File: src/design/aas_pkg.sv
// Contract
// (RL1) Pushbuttons act only in the order silence, acknowledge, reset; other presses do nothing.
// (RL2) While an alert is active and unsilenced, acknowledge and reset do nothing.
// (RL3) A silenced, unacknowledged active alert ignores reset: fast flash, both audibles off.
// (RL4) An input clearing before silence leaves the window latched in fast flash with alarm on.
// (RL5) For an input that cleared before silence, acknowledge or reset before silence are ignored.
// (RL6) An input clearing after silence but before acknowledge keeps fast flash, audibles off.
// (RL7) For an input that cleared after silence but before acknowledge, reset changes nothing.
// (RL8) An acknowledged window with normal input shows slow flash and ring-back; reset clears it.
// (RL9) Acknowledge after silence with the input already clear gives slow flash and ring-back.
// (RL10) With alarm and ring-back both requested, the alarm sounds and ring-back is suppressed.
// (RL11) Test drives every window to fast flash with the alarm on without touching stored state.
// (RL12) On release of test, the windows show again what they showed before the test.
// (RL13) On a multi-input window, a tripped and acknowledged input gives steady on.
// (RL14) On a multi-input window, another input tripping later brings back fast flash and alarm.
// (RL15) No alert: all off; alert: fast flash, alarm; silence stops alarm; ack then gives steady.
package aas_pkg;

  // Window sequence states, one-hot
  typedef enum logic [5:0] {
    AAS_NORMAL = 6'h01, // Lamp off, quiet
    AAS_ALERT = 6'h02, // Fast flash, alarm
    AAS_SILENCED = 6'h04, // Fast flash, quiet
    AAS_ACKED = 6'h08, // Steady on
    AAS_RINGBACK = 6'h10 // Slow flash, ring-back
  } aas_state_t;

  // Lamp patterns
  localparam logic [1:0] AAS_LAMP_OFF = 2'h0;
  localparam logic [1:0] AAS_LAMP_FAST = 2'h1;
  localparam logic [1:0] AAS_LAMP_SLOW = 2'h2;
  localparam logic [1:0] AAS_LAMP_STEADY = 2'h3;

  // Clock and flash timing
  localparam int AAS_CLK_HZ = 200_000_000;
  localparam int AAS_FAST_HALF_MS = 250;
  localparam int AAS_SLOW_HALF_MS = 1000;
  localparam int AAS_FAST_HALF_CYC = AAS_CLK_HZ / 1000 * AAS_FAST_HALF_MS;
  localparam int AAS_SLOW_HALF_CYC = AAS_CLK_HZ / 1000 * AAS_SLOW_HALF_MS;

  // Button debounce hold, microseconds
  localparam int AAS_DEB_US = 10;
  localparam int AAS_DEB_CYC = AAS_CLK_HZ / 1_000_000 * AAS_DEB_US;

  // Reset values
  localparam logic AAS_RST_BIT = 1'h0;

endpackage

File: src/design/aas_sequencer.sv
`timescale 1ns/1ps
// Annunciator panel: several windows sharing four pushbuttons and one horn
module aas_sequencer #(
  parameter int N_WIN = 4,
  parameter int N_IN = 2,
  parameter int FAST_HALF_CYC = aas_pkg::AAS_FAST_HALF_CYC,
  parameter int SLOW_HALF_CYC = aas_pkg::AAS_SLOW_HALF_CYC,
  parameter int DEB_CYC = aas_pkg::AAS_DEB_CYC
) (
  input wire logic clk,
  input wire logic sys_rst,
  input wire logic [N_WIN*N_IN-1:0] field_in, // Active high, asynchronous
  input wire logic btn_silence,
  input wire logic btn_ack,
  input wire logic btn_reset,
  input wire logic btn_test,
  output logic [N_WIN-1:0] lamp_on,
  output logic alarm_on,
  output logic ringback_on,
  output logic test_active
);

  localparam int CW = 32;

  initial begin
    if (N_WIN < 1 || N_IN < 1) begin
      $error("aas_sequencer needs at least one window and input");
    end
    if (FAST_HALF_CYC < 1 || SLOW_HALF_CYC < 1 || DEB_CYC < 1) begin
      $error("aas_sequencer timing counts must be at least one");
    end
  end

  // Two-stage synchronisers for pins
  logic [N_WIN*N_IN-1:0] fin_s1;
  logic [N_WIN*N_IN-1:0] fin_s2;
  logic [3:0] btn_s1;
  logic [3:0] btn_s2;
  always_ff @(posedge clk) begin
    if (sys_rst) begin
      fin_s1 <= '0;
      fin_s2 <= '0;
      btn_s1 <= 4'h0;
      btn_s2 <= 4'h0;
    end else begin
      fin_s1 <= field_in;
      fin_s2 <= fin_s1;
      btn_s1 <= {btn_test, btn_reset, btn_ack, btn_silence};
      btn_s2 <= btn_s1;
    end
  end

  // Debounce: a button level is accepted once stable for DEB_CYC cycles
  logic [3:0] btn_db;
  logic [CW-1:0] deb_cnt [4];
  always_ff @(posedge clk) begin
    for (int i = 0; i < 4; i++) begin
      if (sys_rst) begin
        deb_cnt[i] <= '0;
        btn_db[i] <= aas_pkg::AAS_RST_BIT;
      end else if (btn_s2[i] == btn_db[i]) begin
        deb_cnt[i] <= '0;
      end else if (deb_cnt[i] >= CW'(DEB_CYC - 1)) begin
        deb_cnt[i] <= '0;
        btn_db[i] <= btn_s2[i];
      end else begin
        deb_cnt[i] <= deb_cnt[i] + CW'(1);
      end
    end
  end

  // Press pulses, one cycle on the debounced rising edge
  logic [3:0] btn_prev;
  always_ff @(posedge clk) begin
    if (sys_rst) begin
      btn_prev <= 4'h0;
    end else begin
      btn_prev <= btn_db;
    end
  end
  wire [3:0] press = btn_db & ~btn_prev;
  wire testing = btn_db[3];
  // (RL11) presses during test are dropped so operator buttons cannot move stored state under a masked display
  wire silence_p = press[0] & ~testing;
  wire ack_p = press[1] & ~testing;
  wire reset_p = press[2] & ~testing;

  // Flash generator shared by all windows, so panel flashes stay in step
  function automatic logic [CW-1:0] tick_next(input logic [CW-1:0] c, input int half);
    tick_next = (c >= CW'(half - 1)) ? '0 : c + CW'(1);
  endfunction
  logic [CW-1:0] fast_cnt;
  logic [CW-1:0] slow_cnt;
  logic fast_ph;
  logic slow_ph;
  always_ff @(posedge clk) begin
    if (sys_rst) begin
      fast_cnt <= '0;
      slow_cnt <= '0;
      fast_ph <= 1'h0;
      slow_ph <= 1'h0;
    end else begin
      fast_cnt <= tick_next(fast_cnt, FAST_HALF_CYC);
      slow_cnt <= tick_next(slow_cnt, SLOW_HALF_CYC);
      if (fast_cnt >= CW'(FAST_HALF_CYC - 1)) begin
        fast_ph <= ~fast_ph;
      end
      if (slow_cnt >= CW'(SLOW_HALF_CYC - 1)) begin
        slow_ph <= ~slow_ph;
      end
    end
  end

  // Window sequencers
  logic [1:0] lamp_pat [N_WIN];
  logic [N_WIN-1:0] alarm_req;
  logic [N_WIN-1:0] ring_req;
  logic [N_WIN-1:0] next_lamp;
  genvar w;
  generate
    for (w = 0; w < N_WIN; w++) begin : g_win
      aas_window #(.N_IN(N_IN)) u_win (
        .clk(clk),
        .sys_rst(sys_rst),
        .trip(fin_s2[w*N_IN +: N_IN]),
        .silence_p(silence_p),
        .ack_p(ack_p),
        .reset_p(reset_p),
        .state(),
        .lamp(lamp_pat[w]),
        .alarm_req(alarm_req[w]),
        .ring_req(ring_req[w])
      );
      // (RL11)(RL12) test overrides display only; release shows stored state again
      assign next_lamp[w] = testing ? fast_ph :
                            (lamp_pat[w] == aas_pkg::AAS_LAMP_FAST) ? fast_ph :
                            (lamp_pat[w] == aas_pkg::AAS_LAMP_SLOW) ? slow_ph :
                            (lamp_pat[w] == aas_pkg::AAS_LAMP_STEADY);
    end
  endgenerate

  // (RL10) alarm wins over ring-back
  wire next_alarm = testing | (|alarm_req);
  wire next_ring = ~next_alarm & (|ring_req);

  // Registered outputs
  always_ff @(posedge clk) begin
    if (sys_rst) begin
      lamp_on <= '0;
      alarm_on <= 1'h0;
      ringback_on <= 1'h0;
      test_active <= 1'h0;
    end else begin
      lamp_on <= next_lamp;
      alarm_on <= next_alarm;
      ringback_on <= next_ring;
      test_active <= testing;
    end
  end

endmodule

File: src/design/aas_window.sv
`timescale 1ns/1ps
// One annunciator window sequencer
module aas_window #(
  parameter int N_IN = 2
) (
  input wire logic clk,
  input wire logic sys_rst,
  input wire logic [N_IN-1:0] trip, // Synchronised field inputs
  input wire logic silence_p,
  input wire logic ack_p,
  input wire logic reset_p,
  output aas_pkg::aas_state_t state,
  output logic [1:0] lamp,
  output logic alarm_req,
  output logic ring_req
);

  initial begin
    if (N_IN < 1) begin
      $error("aas_window needs at least one input");
    end
  end

  aas_pkg::aas_state_t next_state;
  logic [N_IN-1:0] seen; // Inputs already announced
  logic [N_IN-1:0] next_seen;
  wire any_active = |trip;
  // Rising edge on an input not yet announced
  wire new_trip = |(trip & ~seen);

  // Marks drop with the input, so a contact that returns is announced again
  assign next_seen = (state == aas_pkg::AAS_NORMAL && !new_trip) ? '0 : trip;

  // (RL1) Sequence order kept
  // Out-of-order presses fall through unchanged
  always_comb begin
    next_state = state;
    case (state)
      aas_pkg::AAS_NORMAL: begin
        if (new_trip) begin
          next_state = aas_pkg::AAS_ALERT;
        end
      end
      aas_pkg::AAS_ALERT: begin
        // (RL2) only silence is honoured; (RL4)(RL5) latched even if input clears
        if (silence_p) begin
          next_state = aas_pkg::AAS_SILENCED;
        end
      end
      aas_pkg::AAS_SILENCED: begin
        // (RL14) another trip resounds alarm
        if (new_trip) begin
          next_state = aas_pkg::AAS_ALERT;
        // (RL3)(RL7) reset ignored; (RL9)(RL6) ack picks steady or ring-back
        end else if (ack_p) begin
          next_state = any_active ? aas_pkg::AAS_ACKED : aas_pkg::AAS_RINGBACK;
        end
      end
      aas_pkg::AAS_ACKED: begin
        // (RL14) second input trips
        if (new_trip) begin
          next_state = aas_pkg::AAS_ALERT;
        end else if (!any_active) begin
          next_state = aas_pkg::AAS_RINGBACK;
        end
      end
      aas_pkg::AAS_RINGBACK: begin
        if (new_trip) begin
          next_state = aas_pkg::AAS_ALERT;
        // (RL8) reset clears a cleared, acknowledged window
        end else if (reset_p) begin
          next_state = aas_pkg::AAS_NORMAL;
        end
      end
      default: next_state = aas_pkg::AAS_NORMAL;
    endcase
  end

  // (RL15)(RL13) state to lamp and audible requests
  assign lamp = (state == aas_pkg::AAS_ALERT || state == aas_pkg::AAS_SILENCED) ?
                aas_pkg::AAS_LAMP_FAST :
                (state == aas_pkg::AAS_ACKED) ? aas_pkg::AAS_LAMP_STEADY :
                (state == aas_pkg::AAS_RINGBACK) ? aas_pkg::AAS_LAMP_SLOW :
                aas_pkg::AAS_LAMP_OFF;
  assign alarm_req = (state == aas_pkg::AAS_ALERT);
  assign ring_req = (state == aas_pkg::AAS_RINGBACK);

  // State register
  always_ff @(posedge clk) begin
    if (sys_rst) begin
      state <= aas_pkg::AAS_NORMAL;
      seen <= '0;
    end else begin
      state <= next_state;
      seen <= next_seen;
    end
  end

endmodule

File: config.mk
export PLATFORM = sky130hd
export DESIGN_NAME = aas_sequencer
export DESIGN_NICKNAME = d
export VERILOG_FILES = /design/src/design/aas_pkg.sv /design/src/design/aas_sequencer.sv /design/src/design/aas_window.sv
export SDC_FILE = /design/constraint.sdc
export NUM_CORES = 1
export LEC_CHECK = 0
export BUFFER_PORTS_ARGS = -buffer_cell sky130_fd_sc_hd__buf_2
export CORE_MARGIN = 4
export CORE_UTILIZATION = 60
export DETAILED_ROUTE_END_ITERATION = 8
export GPL_ROUTABILITY_DRIVEN = 0
export PLACE_DENSITY_LB_ADDON = 0.12
export SETUP_SLACK_MARGIN = 0.15
export SYNTH_ARGS = -nofsm -noshare
export SYNTH_HDL_FRONTEND = slang
export SYNTH_SLANG_ARGS = --single-unit
File: constraint.sdc
create_clock -name clk -period 2.5 [get_ports clk]
set_input_delay 0.375 -clock clk [delete_from_list [all_inputs] [get_ports clk]]
set_output_delay 0.375 -clock clk [all_outputs]
set_load 0.03 [all_outputs]
---- After elaboration in Yosys (flattened, before gate mapping) ----
Memories as Yosys holds them, arrays and structs flattened.
Cells that the tools add are included.
word-level totals
  bits in registers ....................... 136
  output and inout port bits .............. 7
  memory bits (writable) .................. 128
  input port bits ......................... 14
  memories ................................ 1
  word-level logic and storage cells ...... 281
cells by class
  equality and inequality tests ........... 56
  add/sub/neg operators ................... 6
  reductions and logical operators ........ 36
  multiplexer cells ....................... 116
  bitwise logic cells ..................... 35
  $lt $le $gt $ge ......................... 6
memories
  memory   words  width  read ports  clocked after memory_dff  write ports  line                 RTL
  deb_cnt  4      32     4           0                         4            aas_sequencer.sv:55  logic [CW-1:0] deb_cnt [4];
operator list
  kind                                                   number
  2-to-1 mux 32 bit                                      12
  adder 32 x 1 -> 32 bit, second input constant          6
  2-to-1 mux 6 bit                                       26
  >= comparator 32 x 11 -> 1 bit, second input constant  4
  one-hot mux 6 bit (5 select lines)                     4
  2-to-1 mux 1 bit                                       58
  >= comparator 32 x 26 -> 1 bit, second input constant  1
  >= comparator 32 x 28 -> 1 bit, second input constant  1
  OR reduction 2 bit                                     14
  equality test 6 x 1 -> 1 bit, second input constant    4
  equality test 6 x 2 -> 1 bit, second input constant    4
  equality test 6 x 3 -> 1 bit, second input constant    4
  equality test 6 x 4 -> 1 bit, second input constant    4
  equality test 6 x 5 -> 1 bit, second input constant    4
  2-to-1 mux 2 bit                                       12
  inequality test 3 bit, second input constant           7
  2-to-1 mux 5 bit                                       4
  AND reduction 5 bit                                    4
  equality test 2 bit, second input constant             8
  inequality test 3 x 2 -> 1 bit, second input constant  5
  bitwise OR 1 bit                                       13
  inequality test 2 x 1 -> 1 bit, second input constant  5
  bitwise AND 2 bit                                      4
  equality test 2 x 1 -> 1 bit, second input constant    4
  other kinds (12)                                       43

---- Logic depth before layout (Yosys ltp) ----
Gate-level depths: netlist of run 1.
  depth in word-level cells ............... 8
  gate-level depth with buffers ........... 8
  mapped depth without buffers ............ 6

---- Hierarchy ----
A second synthesis of run 1 with hierarchy kept.
second synthesis, totals
  cell total of the unflattened synthesis .. 970
  area, all modules ....................... 10,998.0 um2
modules (own cells, without submodules)
  module         area each (um2)  cells an instance  instances
  aas_sequencer  8,866.0          714                1
  aas_window     533.0            64                 4

---- Least setup slack after synthesis of run 1 ----
OpenSTA, ideal clock, no wires.
  path kind ............................... reg2reg
  start ................................... register slow_cnt[20]
  end ..................................... register slow_ph
  path slack .............................. 0.602 ns
  library setup time ...................... 0.121 ns
  arrival time ............................ 1.778 ns
  cell stages (with the launch flop) ...... 5
  data required time ...................... 2.379 ns
  path through ............................ dfxtp_1 -> or4b_2 -> nor4_1 -> a21o_1 -> mux2_2
between the ends
  word-level cells in the longest chain between the ends .. 1
RTL lines
  item                            line                  RTL
  start: declaration              aas_sequencer.sv:93   logic [CW-1:0] slow_cnt;
  start signal: assignment        aas_sequencer.sv:104  slow_cnt <= tick_next(slow_cnt, SLOW_HALF_CYC);
  >= comparator 32 x 28 -> 1 bit  aas_sequencer.sv:108  if (slow_cnt >= CW'(SLOW_HALF_CYC - 1)) begin
  end signal: assignment          aas_sequencer.sv:109  slow_ph <= ~slow_ph;
  end: declaration                aas_sequencer.sv:95   logic slow_ph;
No other way between the ends.
A chain may end at the register's enable or synchronous reset.

==> run metrics, run 1 <==
WP buf/inv=0; R2R Path Start=deb_cnt[3][0]; status=finished clean; chip height=141 um; Hold-fix buffers, CTS=0; CTS Sinks=260; R2R cell count=6; Routed Antenna Nets=0; register area=6490 um2; unrepaired setup endpoints after global routing=false; largest net degree at the start of global routing=35; Lkg Pwr=0.00477 uW; TNS Setup=0 ps; Power Density=776 nW/um2; total die area=20,000 um2; Slew Viols, Final=0; cells along the critical path=ha_1 -> a311oi_1 -> nor4b_1 -> nor3_1 -> nand2_2 -> nor2_1; Synth area leader=edfxtp_1; CTS root buffer=clkbuf_16; clk_lat worst skew=530 ps; final wirelength=17,800 um; Initial DRC Count=394; CTS clk-pin slew, worst paths=60 ps; Setup crit end=deb_cnt[3][10]; Hold Crit Class=in -> reg; Crit path required time=2880 ps; htree depth=1; leading cell types by count after synthesis=154 x nor2_1, 132 x dfxtp_1, 128 x edfxtp_1; fin area=around 13,000 um2; footprint of the multi-input gates=4820 um2; vias in the first global route=slightly above 7,000; Cells after Synth=~970; post-synthesis cell type count=57; top cell type's share of synthesized area=36.0%; antenna violations before repair=0; Final Hold Viols=0; Final setup viols=0; Post-Syn Area=10,700 um2; peak supply drop=0.640 mV; ys async rst share=0%; Crit Path Class=reg -> reg; layout cells sized above 1=7.23%; nets=between 1,000 and 1,500; setup bufs post-CTS=0; Core Box Area=17,400 um2; diode count=0; fillcell total=approximately 1,300; actual slew at the worst max-slew pin=682 ps; worst reg2reg setup slack=390 ps; Post-synth EDFFs=between 100 and 150; Synth Flop Type=dfxtp_1; GRT Total Usage=18.3%; DRC=0; Critical Path Stages=6; via count=7,279; CP max-delay cell=nor3_1; post-placement cell area=11,800 um2; post-DP HPWL=12,200 um; Critical Path AT=2490 ps; Core Rows=48; sequential fraction of the synthesis area=60.8%; crit-path max FO=10; highest clock rate=473 MHz; Tcrit/Tclk final=between 80% and 90%; Starting Density=61.5%; I/O Pins=21; gr ovfl total=0; reg2reg end=deb_cnt[3][10]; die width=141 um; count leader, synth=nor2_1; first-pass GRT wire length=slightly above 30,000 um; Hold Worst Slack=61.9 ps; worst setup path startpoint=deb_cnt[3][0]; CTS tree=done; worst rel slew slack=54.6%; Synth area leaders=edfxtp_1 36%, dfxtp_1 25%, nor2_1 5.4%; CTS Buf Count=27; Port Buffers=20; Pwr Total=9870 uW; delay-heaviest family, CP=simple AND/OR/NAND/NOR gates; max-cap violation count=0; Area growth syn-to-layout=19.2%; Clock Path Buffers=3; Avg Cell Area, Syn=11.0 um2; post-synthesis register bit count=between 200 and 300; Ys Warns=0; skew final=8.24 ps; CP peak stage delay=450 ps; Final Critical Period=2110 ps; CP Capture Type=register; DRT Pass-1 Iters=7; WL/cell=12.1 um; Critical Path Source Type=register; Via-to-Cell Ratio=about 5.0
## power by group
group,internal [uW],switching [uW]
sequential,4750,267
clock,2360,1550
combinational,425,517
## cells by family (layout without fill, tap and decap cells)
logic type               after synthesis  after routing  synth area share, %
buffers and inverters                 40             97                 1.90
multiplexers                           7              7                0.668
XOR/XNOR                              92             92                 7.55
other                                  2            222               0.0704
adder cells (fa/ha/maj)                8              8                0.891
AO/OA/AOI/OAI                         92             92                 5.93
flip-flops                           260            260                 60.8
AND/OR/NAND/NOR                      466            466                 22.2
## worst min-delay path by stage
stage | start | to | slack [ps] | depth (start not counted)
final | field_in[6] | fin_s1[6] | 60 | 2
after floorplan | btn_s1[0] | btn_s2[0] | 410 | 1
after CTS | field_in[4] | fin_s1[4] | 50 | 2
after detailed placement | btn_s1[2] | btn_s2[2] | 420 | 1
after global placement | fin_s1[6] | fin_s2[6] | 420 | 1
after global routing | field_in[6] | fin_s1[6] | 50 | 2
## cell usage in the layout (no fill, tap or decap), types with 7 or more instances in the layout
| master | instances |
|---|---|
| o32ai_1 | 7 |
| buf_2 | 20 |
| nor2_1 | 154 |
| and2_1 | 13 |
| nand2_1 | 57 |
| xnor2_1 | 41 |
| nand2b_1 | 16 |
| nor3_1 | 32 |
| clkbuf_1 | 9 |
| nand4_1 | 25 |
| xor2_1 | 51 |
| clkbuf_16 | 27 |
| dfxtp_1 | 132 |
| a21oi_1 | 20 |
| nand3_1 | 38 |
| inv_1 | 15 |
| o22ai_1 | 10 |
| and3_1 | 24 |
| nor4b_1 | 7 |
| buf_4 | 11 |
| edfxtp_1 | 128 |
| conb_1 | 222 |
| o21ai_0 | 9 |
| nor2b_1 | 39 |
| nor4_1 | 26 |
## worst reg2reg max path, stage by stage, from the launching register on
cell and delay [ps]:
edfxtp_1 430, ha_1 270, a311oi_1 310, nor4b_1 100, nor3_1 450, nand2_2 260
nor2_1 170
## registers in the layout (all words and copies together) (netlist names), 3 cells and up
signal             count
btn_prev               3
g_win.u_win.seen       8
g_win.u_win.state     20
fin_s1                 8
btn_s1                 4
btn_s2                 4
fin_s2                 8
slow_cnt              32
deb_cnt              128
btn_db                 4
fast_cnt              32
lamp_on                4
## layout make-up
cell class,instances,share of cell area (%)
Clock buffer,38,5.79
Clock inverter,12,1.07
Inverter,15,0.443
Multi-Input combinational cell,887,37.9
Sequential cell,260,51.0
Tap cell,225,2.21
Timing Repair Buffer,32,1.59
## repair_timing
action,4_1_cts,5_1_grt
endpoints found under the hold margin,0,0
endpoints found under the setup margin,0,24
resized for setup,0,3
## metrics by stage
step	std cells	setup WS (ps)	utilization (%)
floorplan	1187	602	-
global placement	1419	345	68.2
detailed placement	1419	289	68.2
CTS	1469	277	73.2
global route	1469	212	73.3
finish	1469	387	73.3
## metal layers
layer  vias up  track usage, %  share of wire (%)
met2       111            32.5                 49
met1      3377            23.5                 45
met3        33            2.90                4.0
li1       3758               -                  -
met5         -               0                  0
met4         0            5.15                1.9
(Power assumes the default switching activity.)
==> run 2: changes to the inputs <==
==> constraint.sdc (replaced) <==
create_clock -name clk -period 2.2 [get_ports clk]
set_input_delay 0.33 -clock clk [delete_from_list [all_inputs] [get_ports clk]]
set_output_delay 0.33 -clock clk [all_outputs]
set_load 0.03 [all_outputs]
==> run 2 against run 1 <==
Effect of this change:
- first-iteration DRC count down 3.0%
- core utilization up 0.93 points
- combinational power up 19%
- wire length down 0.90%
- clock-buffer cell count up 2
- non-clock buffer count up 11
- global-route usage up 0.20 points
- power up 16%
==> run metrics, run 2 (same netlist as run 1, synthesis figures left out) <==
DRC=0; Initial DRC Count=382; Crit Path Class=reg -> reg; peak supply drop=~0.74 mV; Core Box Area=17,400 um2; Tcrit/Tclk final=90.6%; max-cap violation count=0; Critical Path Source Type=register; Routed Antenna Nets=0; die width=around 140 um; CTS tree=done; placed cell count=1,427; Final setup viols=0; status=finished clean; post-placement cell area=11,900 um2; Via-to-Cell Ratio=4.98; antenna violations before repair=0; worst reg2reg setup slack=210 ps; Hold-fix buffers, CTS=0; Hold Crit Class=in -> reg; GRT Total Usage=a little under a fifth; Final Critical Period=1990 ps; Top reg by flops=deb_cnt; final wirelength=17,600 um; most common cell after layout, fill and taps aside=conb_1; via count=7,361; Final Hold Viols=0; Worst Slack Setup Final=207 ps; hold path start=field_in[2]; Crit path required time=2570 ps; skew final=between 10 and 15 ps; crit-path max FO=3; highest clock rate=502 MHz; Lkg Pwr=0.00487 uW; fillcell total=1,265; DRT Pass-1 Iters=5; R2R Path Start=deb_cnt[1][0]; chip height=141 um; nets=between 1,000 and 1,500; Power Density=887 nW/um2; Largest regs=deb_cnt: 128 flops, fast_cnt: 32 flops, slow_cnt: 32 flops; layout cells sized above 1=8.62%; largest net degree at the start of global routing=34; Hold Worst Slack=22.4 ps; first-pass GRT wire length=about 32,000 um; Hold Path Stages=2; Clock Path Buffers=3; WL/cell=11.9 um; Slew Viols, Final=0; I/O Pins=21; total die area=between 15,000 and 20,000 um2; Starting Density=roughly three fifths; Critical Path AT=between 2000 and 2500 ps; CP Capture Type=register; diode count=0; TNS Setup=0 ps; fin area=12,900 um2; R2R cell count=7; Final Non-Filler Cells=1,478; Worst Hold Path EP=fin_s1[2]; CTS clk-pin slew, worst paths=60 ps; unrepaired setup endpoints after global routing=true; flip-flop count of the largest register after layout=between 100 and 150; worst rel slew slack=55.8%; commonest non-fill, non-tap cells in the layout=222 x conb_1, 154 x nor2_1, 132 x dfxtp_1; CTS Buf Count=26; Post-Place Worst Slack=185 ps; CTS root buffer=clkbuf_16; CTS Sinks=260; Core Rows=48; reg2reg end=btn_db[1]; vias in the first global route=7,135; Port Buffers=20; htree depth=1; Area growth syn-to-layout=20.7%; clk_lat worst skew=520 ps; actual slew at the worst max-slew pin=662 ps; gr ovfl total=0; post-DP HPWL=12,000 um
==> run 2: changes by cell type in the layout (fill, tap and decap cells not counted), sizes merged <==
| cell | before | now |
|---|---|---|
| buf | 32 | 43 |
| clkbuf | 38 | 40 |
| clkinv | 8 | 4 |
==> run 2: critical path: stages, from the launching register on <==
cell,delay [ps]
edfxtp_1,420
ha_1,270
a311oi_2,340
nor4b_1,90
nor3_1,300
buf_4,180
mux2i_1,190
nor2_1,50
==> run 2: final cells by class <==
cell class                      count  area [um2]  share of cell area [%]
Inverter                           15        56.3                   0.437
Multi-Input combinational cell    887        4840                    37.6
Tap cell                          225         282                    2.19
Clock inverter                      8         116                   0.904
Timing Repair Buffer               43         285                    2.22
Sequential cell                   260        6490                    50.4
Clock buffer                       40         808                    6.28
==> run 2: per-stage QoR <==
| step | utilization (%) | power, uW |
|---|---|---|
| 6_report | 74.2 | 11400 |
| 5_1_grt | 74.2 | 11900 |
| 4_1_cts | 73.9 | 11500 |
| 3_5_place_dp | 68.5 | 6870 |
| 3_3_place_gp | 68.5 | 6840 |
| 2_1_floorplan | - | 6600 |
==> run 2: what timing repair did <==
item / in CTS / in global routing
gates resized for setup: 1 / 7
pin swaps: 0 / 4
buffers inserted: 0 / 3
endpoints found under the setup margin: 1 / 84
==> run 2: layer usage <==
metal | vias to the layer above | share of wire (%) | global-route usage, %
li1 | 3784 | - | -
met1 | 3416 | 45 | 24.5
met2 | 127 | 49 | 32.3
met3 | 34 | 3.7 | 2.80
met4 | 0 | 2.2 | 4.64
met5 | - | 0 | 0
==> run 2: worst max-delay path by stage <==
stage / from / to / depth (start not counted)
5_1_grt: deb_cnt[1][0] / btn_db[1] / 7
3_5_place_dp: fast_cnt[18] / fast_cnt[23] / 6
3_3_place_gp: slow_cnt[20] / slow_ph / 4
4_1_cts: fast_cnt[24] / fast_cnt[23] / 6
6_report: deb_cnt[1][0] / btn_db[1] / 7
2_1_floorplan: slow_cnt[20] / slow_ph / 4
==> run 2: power by group <==
part | internal, uW | switching [uW] | total, uW | leakage, uW
sequential | 5390 | 289 | 5680 | 0.00235
clock | 2880 | 1740 | 4620 | 0.000460
combinational | 510 | 607 | 1120 | 0.00206
